`src/core/integer_divider_cfg.svh`:
```
`ifndef INTEGER_DIVIDER_CFG_SVH
`define INTEGER_DIVIDER_CFG_SVH

// ----------------------------------------
// register byte offsets
// ----------------------------------------
`define OFF_DIVIDEND 8'h00
`define OFF_DIVISOR 8'h04
`define OFF_QUOTIENT 8'h08
`define OFF_REMAINDER 8'h0C
`define OFF_STATUS 8'h10
`define OFF_CONTROL 8'h14
`define OFF_IRQ_STATUS 8'h18
`define OFF_IRQ_CLEAR 8'h1C
`define OFF_IRQ_ENABLE 8'h20

// ----------------------------------------
// reset values
// ----------------------------------------
`define RST_DIVIDEND 32'h0000_0000
`define RST_DIVISOR 32'h0000_0001
`define RST_RESULT 32'h0000_0000
`define RST_CONTROL 2'h1
`define RST_IRQ_ENABLE 2'h1

// ----------------------------------------
// field positions
// ----------------------------------------
`define BIT_SIGN_MODE 0
`define BIT_ZDIV_IRQ_EN 1
`define BIT_ZERO_FLAG 0
`define IRQ_BIT_ZDIV 0
`define IRQ_BIT_DONE 1

// ----------------------------------------
// timing
// ----------------------------------------
`define DIV_CYCLES 8
`define DIV_LAST_STEP 3'h7

`endif

```
`src/core/integer_divider_pkg.sv`:
```
package integer_divider_pkg;

    typedef enum logic [0:0] {
        ST_IDLE = 1'b0,
        ST_RUN = 1'b1
    } div_state_t;

    typedef struct packed {
        logic [31:0] quot;
        logic [31:0] rem;
    } div_result_t;

    typedef struct packed {
        logic zero_div_irq_enable;
        logic sign_mode_select;
    } div_ctrl_t;

endpackage

```
`src/core/integer_divider.sv`:
```
// Added by the designer: register access over APB.
`timescale 1ns/100ps
`include "integer_divider_cfg.svh"

// Contract
// - dividend, divisor rw; quotient, remainder read-only
// - control bit 0: 1 unsigned, 0 signed
// - divisor write starts a new division
// - division completes within eight bus cycles
// - results load into quotient and remainder
// - result or status reads stall until done
// - status bit 0 shows zero divisor
// - zero flag clears as each division starts
// - control bit 1 gates zero-divide interrupt
// - divisor, control, irq enable reset 1; others zero
// - unused status and control bits read zero
module integer_divider
    import integer_divider_pkg::*;
(
    input wire logic I_CORE_CLK,
    input wire logic I_RESETN,
    input wire logic I_PSEL,
    input wire logic I_PENABLE,
    input wire logic I_PWRITE,
    input wire logic [7:0] I_PADDR,
    input wire logic [31:0] I_PWDATA,
    output logic [31:0] O_PRDATA,
    output logic O_PREADY,
    output logic O_PSLVERR,
    output logic O_IRQ
);

    // ----------------------------------------
    // functions
    // ----------------------------------------
    function automatic logic [31:0] magnitude(input logic [31:0] x, input logic neg);
        magnitude = neg ? 32'(-x) : x;
    endfunction

    // four restoring steps per cycle, so 32 bits take eight cycles
    function automatic div_result_t step4(input div_result_t cur, input logic [31:0] d);
        logic [32:0] t;
        div_result_t r;
        r = cur;
        t = '0;
        for (int k = 0; k < 4; k++) begin
            t = {r.rem, r.quot[31]};
            r.quot = {r.quot[30:0], 1'b0};
            if (t >= {1'b0, d}) begin
                t = t - {1'b0, d};
                r.quot[0] = 1'b1;
            end
            r.rem = t[31:0];
        end
        step4 = r;
    endfunction

    // ----------------------------------------
    // state
    // ----------------------------------------
    logic [31:0] dvd_q;
    logic [31:0] dvs_q;
    logic [31:0] quot_q;
    logic [31:0] rem_q;
    div_ctrl_t ctrl_q;
    logic flag_q;
    logic [1:0] ist_q;
    logic [1:0] ien_q;
    div_state_t st_q;
    logic [2:0] cnt_q;
    div_result_t part_q;
    logic [31:0] dmag_q;
    logic negq_q;
    logic negr_q;
    logic zero_q;
    logic [31:0] opa_q;
    logic [31:0] opb_q;
    logic op_sgn_q;
    logic [31:0] prdata_q;
    logic fresh_q;

    // ----------------------------------------
    // bus decode
    // ----------------------------------------
    wire acc = I_PSEL & I_PENABLE;
    wire wr = acc & I_PWRITE;
    wire sel_dvd = I_PADDR == `OFF_DIVIDEND;
    wire sel_dvs = I_PADDR == `OFF_DIVISOR;
    wire sel_quo = I_PADDR == `OFF_QUOTIENT;
    wire sel_rem = I_PADDR == `OFF_REMAINDER;
    wire sel_sr = I_PADDR == `OFF_STATUS;
    wire sel_cr = I_PADDR == `OFF_CONTROL;
    wire sel_ist = I_PADDR == `OFF_IRQ_STATUS;
    wire sel_icl = I_PADDR == `OFF_IRQ_CLEAR;
    wire sel_ien = I_PADDR == `OFF_IRQ_ENABLE;
    wire mapped = sel_dvd | sel_dvs | sel_quo | sel_rem | sel_sr | sel_cr | sel_ist | sel_icl | sel_ien;
    wire stall_addr = (sel_quo | sel_rem | sel_sr) & ~I_PWRITE;
    wire busy = st_q == ST_RUN;

    logic [31:0] rd_mux;
    always_comb begin
        if (sel_dvd) begin
            rd_mux = dvd_q;
        end else if (sel_dvs) begin
            rd_mux = dvs_q;
        end else if (sel_quo) begin
            rd_mux = quot_q;
        end else if (sel_rem) begin
            rd_mux = rem_q;
        end else if (sel_sr) begin
            rd_mux = {31'h0, flag_q};
        end else if (sel_cr) begin
            rd_mux = {30'h0, ctrl_q};
        end else if (sel_ist) begin
            rd_mux = {30'h0, ist_q};
        end else if (sel_ien) begin
            rd_mux = {30'h0, ien_q};
        end else begin
            rd_mux = 32'h0000_0000;
        end
    end

    // result reads wait for a capture taken while idle
    assign O_PREADY = ~stall_addr | fresh_q;
    assign O_PSLVERR = acc & ~mapped;
    assign O_PRDATA = prdata_q;

    // ----------------------------------------
    // divider control
    // ----------------------------------------
    wire start = wr & sel_dvs;
    wire finish = busy & (cnt_q == `DIV_LAST_STEP) & ~start;
    wire sgn = ~ctrl_q.sign_mode_select;
    wire a_neg = sgn & dvd_q[31];
    wire b_neg = sgn & I_PWDATA[31];
    wire div_result_t nxt = step4(part_q, dmag_q);
    // zero divisor keeps the all-ones quotient whatever the signs
    wire [31:0] q_fix = (negq_q & ~zero_q) ? 32'(-nxt.quot) : nxt.quot;
    wire [31:0] r_fix = negr_q ? 32'(-nxt.rem) : nxt.rem;

    always_ff @(posedge I_CORE_CLK or negedge I_RESETN) begin
        if (!I_RESETN) begin
            st_q <= ST_IDLE;
            cnt_q <= 3'h0;
        end else if (start) begin
            st_q <= ST_RUN;
            cnt_q <= 3'h0;
        end else if (finish) begin
            st_q <= ST_IDLE;
        end else if (busy) begin
            cnt_q <= cnt_q + 3'h1;
        end
    end

    // operands latched at start, later dividend writes do not disturb a run
    always_ff @(posedge I_CORE_CLK or negedge I_RESETN) begin
        if (!I_RESETN) begin
            part_q <= '0;
            dmag_q <= 32'h0000_0001;
            negq_q <= 1'b0;
            negr_q <= 1'b0;
            zero_q <= 1'b0;
            opa_q <= 32'h0000_0000;
            opb_q <= 32'h0000_0001;
            op_sgn_q <= 1'b0;
        end else if (start) begin
            part_q <= '{quot: magnitude(dvd_q, a_neg), rem: 32'h0000_0000};
            dmag_q <= magnitude(I_PWDATA, b_neg);
            negq_q <= a_neg ^ b_neg;
            negr_q <= a_neg;
            zero_q <= I_PWDATA == 32'h0000_0000;
            opa_q <= dvd_q;
            opb_q <= I_PWDATA;
            op_sgn_q <= sgn;
        end else if (busy) begin
            part_q <= nxt;
        end
    end

    // zero divisor runs the same steps: all-ones magnitude, dividend as remainder
    always_ff @(posedge I_CORE_CLK or negedge I_RESETN) begin
        if (!I_RESETN) begin
            quot_q <= `RST_RESULT;
            rem_q <= `RST_RESULT;
        end else if (finish) begin
            quot_q <= q_fix;
            rem_q <= r_fix;
        end
    end

    always_ff @(posedge I_CORE_CLK or negedge I_RESETN) begin
        if (!I_RESETN) begin
            flag_q <= 1'b0;
        end else if (start) begin
            flag_q <= 1'b0;
        end else if (finish) begin
            flag_q <= zero_q;
        end
    end

    // ----------------------------------------
    // software registers
    // ----------------------------------------
    always_ff @(posedge I_CORE_CLK or negedge I_RESETN) begin
        if (!I_RESETN) begin
            dvd_q <= `RST_DIVIDEND;
            dvs_q <= `RST_DIVISOR;
            ctrl_q <= `RST_CONTROL;
            ien_q <= `RST_IRQ_ENABLE;
        end else if (wr) begin
            if (sel_dvd) begin
                dvd_q <= I_PWDATA;
            end
            if (sel_dvs) begin
                dvs_q <= I_PWDATA;
            end
            if (sel_cr) begin
                ctrl_q <= I_PWDATA[1:0];
            end
            if (sel_ien) begin
                ien_q <= I_PWDATA[1:0];
            end
        end
    end

    always_ff @(posedge I_CORE_CLK or negedge I_RESETN) begin
        if (!I_RESETN) begin
            prdata_q <= 32'h0000_0000;
            fresh_q <= 1'b0;
        end else if (I_PSEL) begin
            prdata_q <= rd_mux;
            fresh_q <= ~busy & ~start;
        end else begin
            fresh_q <= 1'b0;
        end
    end

    // ----------------------------------------
    // interrupts
    // ----------------------------------------
    wire [1:0] ev = {finish, finish & zero_q};
    wire [1:0] clr = (wr & sel_icl) ? I_PWDATA[1:0] : 2'h0;
    wire [1:0] eff_en = {ien_q[`IRQ_BIT_DONE], ien_q[`IRQ_BIT_ZDIV] & ctrl_q.zero_div_irq_enable};

    // a new event beats a clear in the same cycle
    always_ff @(posedge I_CORE_CLK or negedge I_RESETN) begin
        if (!I_RESETN) begin
            ist_q <= 2'h0;
        end else begin
            ist_q <= (ist_q & ~clr) | ev;
        end
    end

    assign O_IRQ = |(ist_q & eff_en);

    // ----------------------------------------
    // checks
    // ----------------------------------------
    ro_regs_a: assert property (
        @(posedge I_CORE_CLK) disable iff (!I_RESETN)
        wr & (sel_quo | sel_rem) & ~finish |=> $stable(quot_q) && $stable(rem_q))
        else $error("read-only result changed by a write");

    mode_latch_a: assert property (
        @(posedge I_CORE_CLK) disable iff (!I_RESETN)
        start |=> op_sgn_q == !$past(ctrl_q.sign_mode_select))
        else $error("sign mode not taken from control bit 0");

    start_run_a: assert property (
        @(posedge I_CORE_CLK) disable iff (!I_RESETN)
        start |=> busy && cnt_q == 3'h0 && opb_q == $past(I_PWDATA))
        else $error("divisor write did not start a division");

    run_length_a: assert property (
        @(posedge I_CORE_CLK) disable iff (!I_RESETN)
        start ##1 (!start)[*8] |=> !busy && $past(busy))
        else $error("division did not end after eight cycles");

    result_ok_a: assert property (
        @(posedge I_CORE_CLK) disable iff (!I_RESETN)
        finish && !zero_q |=> 32'(quot_q * opb_q + rem_q) == opa_q)
        else $error("quotient times divisor plus remainder is not the dividend");

    read_stall_a: assert property (
        @(posedge I_CORE_CLK) disable iff (!I_RESETN)
        acc && stall_addr && busy |-> !O_PREADY)
        else $error("result read not stalled during a division");

    zero_flag_a: assert property (
        @(posedge I_CORE_CLK) disable iff (!I_RESETN)
        finish |=> flag_q == (opb_q == 32'h0000_0000))
        else $error("zero flag disagrees with divisor");

    flag_clear_a: assert property (
        @(posedge I_CORE_CLK) disable iff (!I_RESETN)
        start |=> (!flag_q && busy) [*8])
        else $error("zero flag not cleared at division start");

    zdiv_irq_a: assert property (
        @(posedge I_CORE_CLK) disable iff (!I_RESETN)
        !ien_q[`IRQ_BIT_DONE] && !ctrl_q.zero_div_irq_enable |-> !O_IRQ)
        else $error("interrupt raised while enable bit clear");

    upper_zero_a: assert property (
        @(posedge I_CORE_CLK) disable iff (!I_RESETN)
        acc && O_PREADY && (sel_sr || sel_cr) && !I_PWRITE |-> O_PRDATA[31:2] == 30'h0)
        else $error("unused status or control bits not zero");

    rem_sign_a: assert property (
        @(posedge I_CORE_CLK) disable iff (!I_RESETN)
        finish && op_sgn_q && !zero_q |=> rem_q == 32'h0000_0000 || rem_q[31] == opa_q[31])
        else $error("signed remainder sign differs from dividend");

endmodule

```
`config.mk`:
```
export PLATFORM = sky130hd
export DESIGN_NAME = integer_divider
export DESIGN_NICKNAME = d
export VERILOG_FILES = /design/src/core/integer_divider_pkg.sv /design/src/core/integer_divider.sv
export VERILOG_INCLUDE_DIRS = /design/src /design/src/core
export SDC_FILE = /design/constraint.sdc
export NUM_CORES = 1
export LEC_CHECK = 0
export CAP_MARGIN = 20
export CORE_ASPECT_RATIO = 1.4
export CORE_MARGIN = 4
export CORE_UTILIZATION = 41
export DETAILED_ROUTE_END_ITERATION = 12
export DONT_BUFFER_PORTS = 1
export PLACE_DENSITY = 0.58
export REMOVE_ABC_BUFFERS = 1
export SYNTH_ARGS = -nofsm -noshare
export SYNTH_HDL_FRONTEND = slang
export SYNTH_SLANG_ARGS = --single-unit
export TNS_END_PERCENT = 100
```
`constraint.sdc`:
```
create_clock -name I_CORE_CLK -period 13 [get_ports I_CORE_CLK]
set_input_delay 2.6 -clock I_CORE_CLK [delete_from_list [all_inputs] [get_ports I_CORE_CLK]]
set_output_delay 2.6 -clock I_CORE_CLK [all_outputs]
set_load 0.1 [all_outputs]
```
Word-level counts from Yosys, hierarchy flattened
Cells that the tools add are included.
Widths: inputs -> output; s select.
{ "classes": {"reduce_logical": 10, "mux": 31, "n_lt_le_gt_ge": 4, "n_bitwise": 37, "n_eq_ne": 10, "addsub": 9} }
{ "op_table": {"columns": ["operator", "count"], "rows": [
  ["$mux 32", 12],
  ["$ge 33x32->1", 4],
  ["$mux 64", 2],
  ["$neg 32->32", 4],
  ["$sub 32x32->32", 4],
  ["$eq 8x5->1 const B", 4],
  ["$logic_not 32->1", 1],
  ["$eq 8x4->1 const B", 2],
  ["$and 1x1->1", 14],
  ["$or 1x1->1", 11],
  ["$mux 2", 5],
  ["$reduce_and 2->1", 5],
  ["$mux 1", 9],
  ["$mux 3", 3],
  ["$eq 8x3->1 const B", 1],
  ["$eq 8x6->1 const B", 1],
  ["$logic_not 8->1", 1],
  ["$not 1->1", 7],
  ["$and 2x2->2", 2],
  ["$reduce_bool 2->1", 2],
  ["$add 3x1->3 const B", 1],
  ["$eq 3x3->1 const B", 1],
  ["$ne 2x2->1 const B", 1],
  ["$not 2->2", 1],
  ["other kinds (3)", 3]
]} }
{ "word_totals": {"in_bits": 45, "ff_bits": 271, "output_inout_bits": 35} }

Logic depth before layout (Yosys ltp)
{ "logic_depth": {"word_depth": 11, "mapped_depth": 67} }

Worst setup path after synthesis
OpenSTA, ideal clock, no wires.
{ "synth_timing": {"path_type": "register to register", "start": "reg dmag_q[11]", "end": "reg rem_q[22]", "arrival_time_ns": 13.275, "path_stages_with_launch": 65, "path_slack_ns": -0.408, "path_buffers": 14, "cell_sequence": "dfrtp_1 -> inv_1 -> ha_1 -> buf_2 -> nand4_1 -> nor4_1 -> nand4_1 -> and3_4 -> o21a_1 -> buf_4 -> nand2_4 -> buf_1 -> buf_1 -> mux2i_1 -> inv_1 -> ha_1 -> buf_2 -> a21oi_1 -> (+29 left out) -> a211oi_2 -> o211a_1 -> o41a_1 -> nand3_2 -> inv_2 -> clkbuf_1 -> clkbuf_1 -> clkbuf_1 -> mux2i_1 -> inv_1 -> ha_1 -> nand3_1 -> a311oi_1 -> a41o_1 -> o211ai_1 -> o41ai_1 -> xnor2_1 -> o21ai_0"} }
{ "synth_between": {"elab_chain_cells": 10, "word_cells_on_any_way": 14, "classes_between": "add/sub (5); order compare (4); mux (5)"} }
{ "synth_lines": {"columns": ["item", "line_no", "text"], "rows": [
  ["start: declaration", "integer_divider.sv:72", "logic [31:0] dmag_q;"],
  ["start signal: assignment", "integer_divider.sv:168", "dmag_q <= magnitude(I_PWDATA, b_neg);"],
  ["$sub 32x32->32 or $ge 33x32->1 (tied branches)", "integer_divider.sv:50, integer_divider.sv:49", null],
  ["$mux 32", "integer_divider.sv:49", "if (t >= {1'b0, d}) begin"],
  ["$sub 32x32->32 or $ge 33x32->1 (tied branches)", "integer_divider.sv:50, integer_divider.sv:49", null],
  ["$mux 32", "integer_divider.sv:49", null],
  ["$sub 32x32->32 or $ge 33x32->1 (tied branches)", "integer_divider.sv:50, integer_divider.sv:49", null],
  ["$mux 32", "integer_divider.sv:49", null],
  ["$sub 32x32->32 or $ge 33x32->1 (tied branches)", "integer_divider.sv:50, integer_divider.sv:49", null],
  ["$mux 32 (*)", "integer_divider.sv:49", null],
  ["$neg 32->32", "integer_divider.sv:139", "wire [31:0] r_fix = negr_q ? 32'(-nxt.rem) : nxt.rem;"],
  ["$mux 32 (*)", "integer_divider.sv:139", null],
  ["end signal: assignment", "integer_divider.sv:184", "rem_q <= `RST_RESULT;"],
  ["end signal: assignment", "integer_divider.sv:187", "rem_q <= r_fix;"],
  ["end: declaration", "integer_divider.sv:64", "logic [31:0] rem_q;"]
]} }
Mark *: on every way between the ends. The rest lies on a longest branch, timed or not.
A chain may end at the register's enable or synchronous reset.

Final worst setup path
{ "layout_timing": {"start": "reg dmag_q[21]", "end": "reg rem_q[21]"} }
{ "layout_between": {"elab_chain_cells": 10, "word_cells_on_any_way": 14, "classes_between": "add/sub (5); order compare (4); mux (5)"} }
{ "layout_lines": {"columns": ["item", "line_no"], "rows": [
  ["$sub 32x32->32 or $ge 33x32->1 (tied branches)", "integer_divider.sv:50, integer_divider.sv:49"],
  ["$mux 32", "integer_divider.sv:49"],
  ["$sub 32x32->32 or $ge 33x32->1 (tied branches)", "integer_divider.sv:50, integer_divider.sv:49"],
  ["$mux 32", "integer_divider.sv:49"],
  ["$sub 32x32->32 or $ge 33x32->1 (tied branches)", "integer_divider.sv:50, integer_divider.sv:49"],
  ["$mux 32", "integer_divider.sv:49"],
  ["$ge 33x32->1 or $sub 32x32->32 (tied branches)", "integer_divider.sv:49, integer_divider.sv:50"],
  ["$mux 32 (*)", "integer_divider.sv:49"],
  ["$neg 32->32", "integer_divider.sv:139"],
  ["$mux 32 (*)", "integer_divider.sv:139"]
]} }
Marks and branches as above.

==> run_results.csv <==
group,metric,value,unit
cts,postCtsHoldBufs,0,
sta,min_period,12520,ps
yosys,synth.top_cell.area_share,28.8,%
yosys,synth_flop_cell,"dfrtp_1",
sta,setup_slack,479,ps
route,post-route-drc-count,0,
yosys,yosysSeqAreaShare,29.2,%
grt,antenna_found_initial,1,
cts,cts_made_buffers,27,
route,wirelength,90100,microns
sta,setup_viol,0,
yosys,synth_edf_count,0,
finish,final_cell_mix,"nand2_1, dfrtp_1, nor2_1",
setup_path,setup.worst_path.class,"flop to flop",
yosys,synth_top_area_cell,"dfrtp_1",
setup_path,crit_path_max_fanout,16,
sta,holdWs,475,ps
setup_path,cp.required,13470,ps
sta,finalClockSkew,12.6,ps
finish,final_cells,3615,
flow_run,maxCapViolations,0,
floorplan,initial_core_util,41.7,%
yosys,syn_avg_cell_area,8.10,sq um
grt,grt_first_pass_wirelength,135000,microns
floorplan,ios,80,
floorplan,die_height,289,microns
sta,clock.fmax,79.9,MHz
sta,hold_violations,0,
placed_design,io_buffers,0,
setup_path,crit_path_end_kind,"flop",
placed_design,hpwl,71300,microns
yosys,synthTopCellsByArea,"dfrtp_1, ha_1, nand2_1",
finish,fillers,5668,
finish,nets,3050,
route,wl_per_cell,24.9,microns
finish,area_growth,10.2,%
grt,grt_max_degree,271,
outcome,status,"finished clean",
yosys,syn_area,23200,sq um
route,final_antenna_net_count,0,
finish,drive_above_1_share,11.8,%
yosys,synth_seq_cells,270,
grt,grt_usage,28.6,%
yosys,syn_inst,2860,
yosys,synth_cell_types,106,
cts,clock_latency,560,ps
floorplan,die_area,60500,sq um
floorplan,fp-row-count,102,
yosys,yosys_warnings,0,
floorplan,core_area,55600,sq um
placed_design,placed_cells,3565,
placed_design,pre_cts_slack,236,ps
sta,relSlewSlack,28.1,%
yosys,synthArstFlopShare,100,%
finish,layout_commonest_cell,"nand2_1",
route,drt_iter0_drc,1745,
cts,clk_path_buf_depth,3,
cts,cts_tree,"done",
finish,seqCellArea,6770,sq um
sta,fin_crit_sh,96.3,%
route,dr.pass1.iters,8,
finish,multi_input_area,15500,sq um
grt,grt_pass1_vias,22200,
setup_path,cpMaxStageDelayCell,"or4b_2",
cts,root_buffer,"clkbuf_16",
placed_design,routabilityCongestion,0.987,
grt,grt_overflow,0,
setup_path,cp.arrival,13000,ps
setup_path,critPathMaxStageDelay,720,ps
cts,cts_max_level,1,
route,via_per_inst,6.17,
sta,drv_slew,0,
setup_path,critPathLaunchType,"flop",
cts,clk_pin_slew,70,ps
floorplan,die_x,209,microns
worst_hold_path,hold_class,"flop to flop",
route,via_count,22300,
cts,cts.sinks,270,
sta,worst_slew_pin_slew,1080,ps
==> what timing repair did <==
| action | CTS | global route |
|---|---|---|
| setup buffers | 0 | 1 |
| endpoints found under the setup margin | 0 | 36 |
| gates resized for setup | 0 | 35 |
==> area by class of cell <==
class	instances	share of cell area, %
diodes	2	0.0196
clock buffers	36	2.90
clock inverters	11	0.451
inverters	118	1.75
multi-input cells	2318	60.7
flip-flops and latches	270	26.5
well taps	728	3.57
repair buffers	132	4.09
==> Yosys cell counts, types with 34 or more instances <==
cell        n
a211oi_1   49
a21o_1     52
a21oi_1   170
a31oi_1    53
clkbuf_1  117
dfrtp_1   267
ha_1      134
inv_1     115
mux2_2     77
mux2i_1    81
nand2_1   425
nand3_1    61
nand4_1    34
nor2_1    226
nor3_1     67
o21ai_0   220
xnor2_1   117
xor2_1     81
==> worst max-delay path, delay by kind of cell, from the launching register on <==
| family | cells | cell delay [ps] |
|---|---|---|
| AO/OA/AOI/OAI | 20 | 4070 |
| adder cells (fa/ha/maj) | 4 | 1570 |
| flip-flops | 1 | 340 |
| multiplexers | 2 | 720 |
| AND/OR/NAND/NOR | 14 | 4280 |
| buffers and inverters | 7 | 1400 |
==> stage by stage <==
stage / instance area, sq um / util [%] / setup TNS (ps)
after floorplan: 22500 / - / -500
after global placement: 24500 / 44.1 / 0
after detailed placement: 24500 / 44.1 / 0
after CTS: 25400 / 45.6 / 0
after global routing: 25500 / 45.9 / -4.17
final: 25500 / 45.9 / 0
==> layer usage <==
metal | track usage (%) | part of all wire (%) | vias to the layer above
li1 | - | - | 10400
met1 | 34.6 | 40 | 11000
met2 | 52.3 | 50 | 717
met3 | 2.56 | 4.4 | 200
met4 | 12.0 | 5.2 | 0
met5 | 0 | 0 | -
==> registers in the layout, indices dropped and copies added, names as in the netlist, 3 cells and up <==
signal	cells
quot_q	32
O_PRDATA	32
cnt_q	3
nxt	28
dvs_q	31
part_q	36
dmag_q	32
dvd_q	32
rem_q	32
==> cell families after synthesis <==
group	synth area share, %
compound gates	23.9
xor+xnor	7.48
fa+ha+maj	7.58
buf+inv	4.67
flops	29.2
mux	7.40
simple gates	19.8
==> worst paths after layout <==
path | start | endpoint | slack [ps] | depth (start not counted)
max | dmag_q[21]$_DFFE_PN0P_ | rem_q[21]$_DFFE_PN0P_ | 480 | 47
min | dvs_q[21]$_DFFE_PN0P_ | dvs_q[21]$_DFFE_PN0P_ | 470 | 2
max reg2reg | dmag_q[21]$_DFFE_PN0P_ | rem_q[21]$_DFFE_PN0P_ | 480 | 47
min reg2reg | dvs_q[21]$_DFFE_PN0P_ | dvs_q[21]$_DFFE_PN0P_ | 470 | 2
max in group asynchronous | I_RESETN | quot_q[27]$_DFFE_PN0P_ | 10700 | 0
min in group asynchronous | I_RESETN | busy$_DFFE_PN0P_ | 1740 | 0
Power is not shown: default switching activity piles up to over one toggle a cycle in this logic, so the estimate is an artifact.
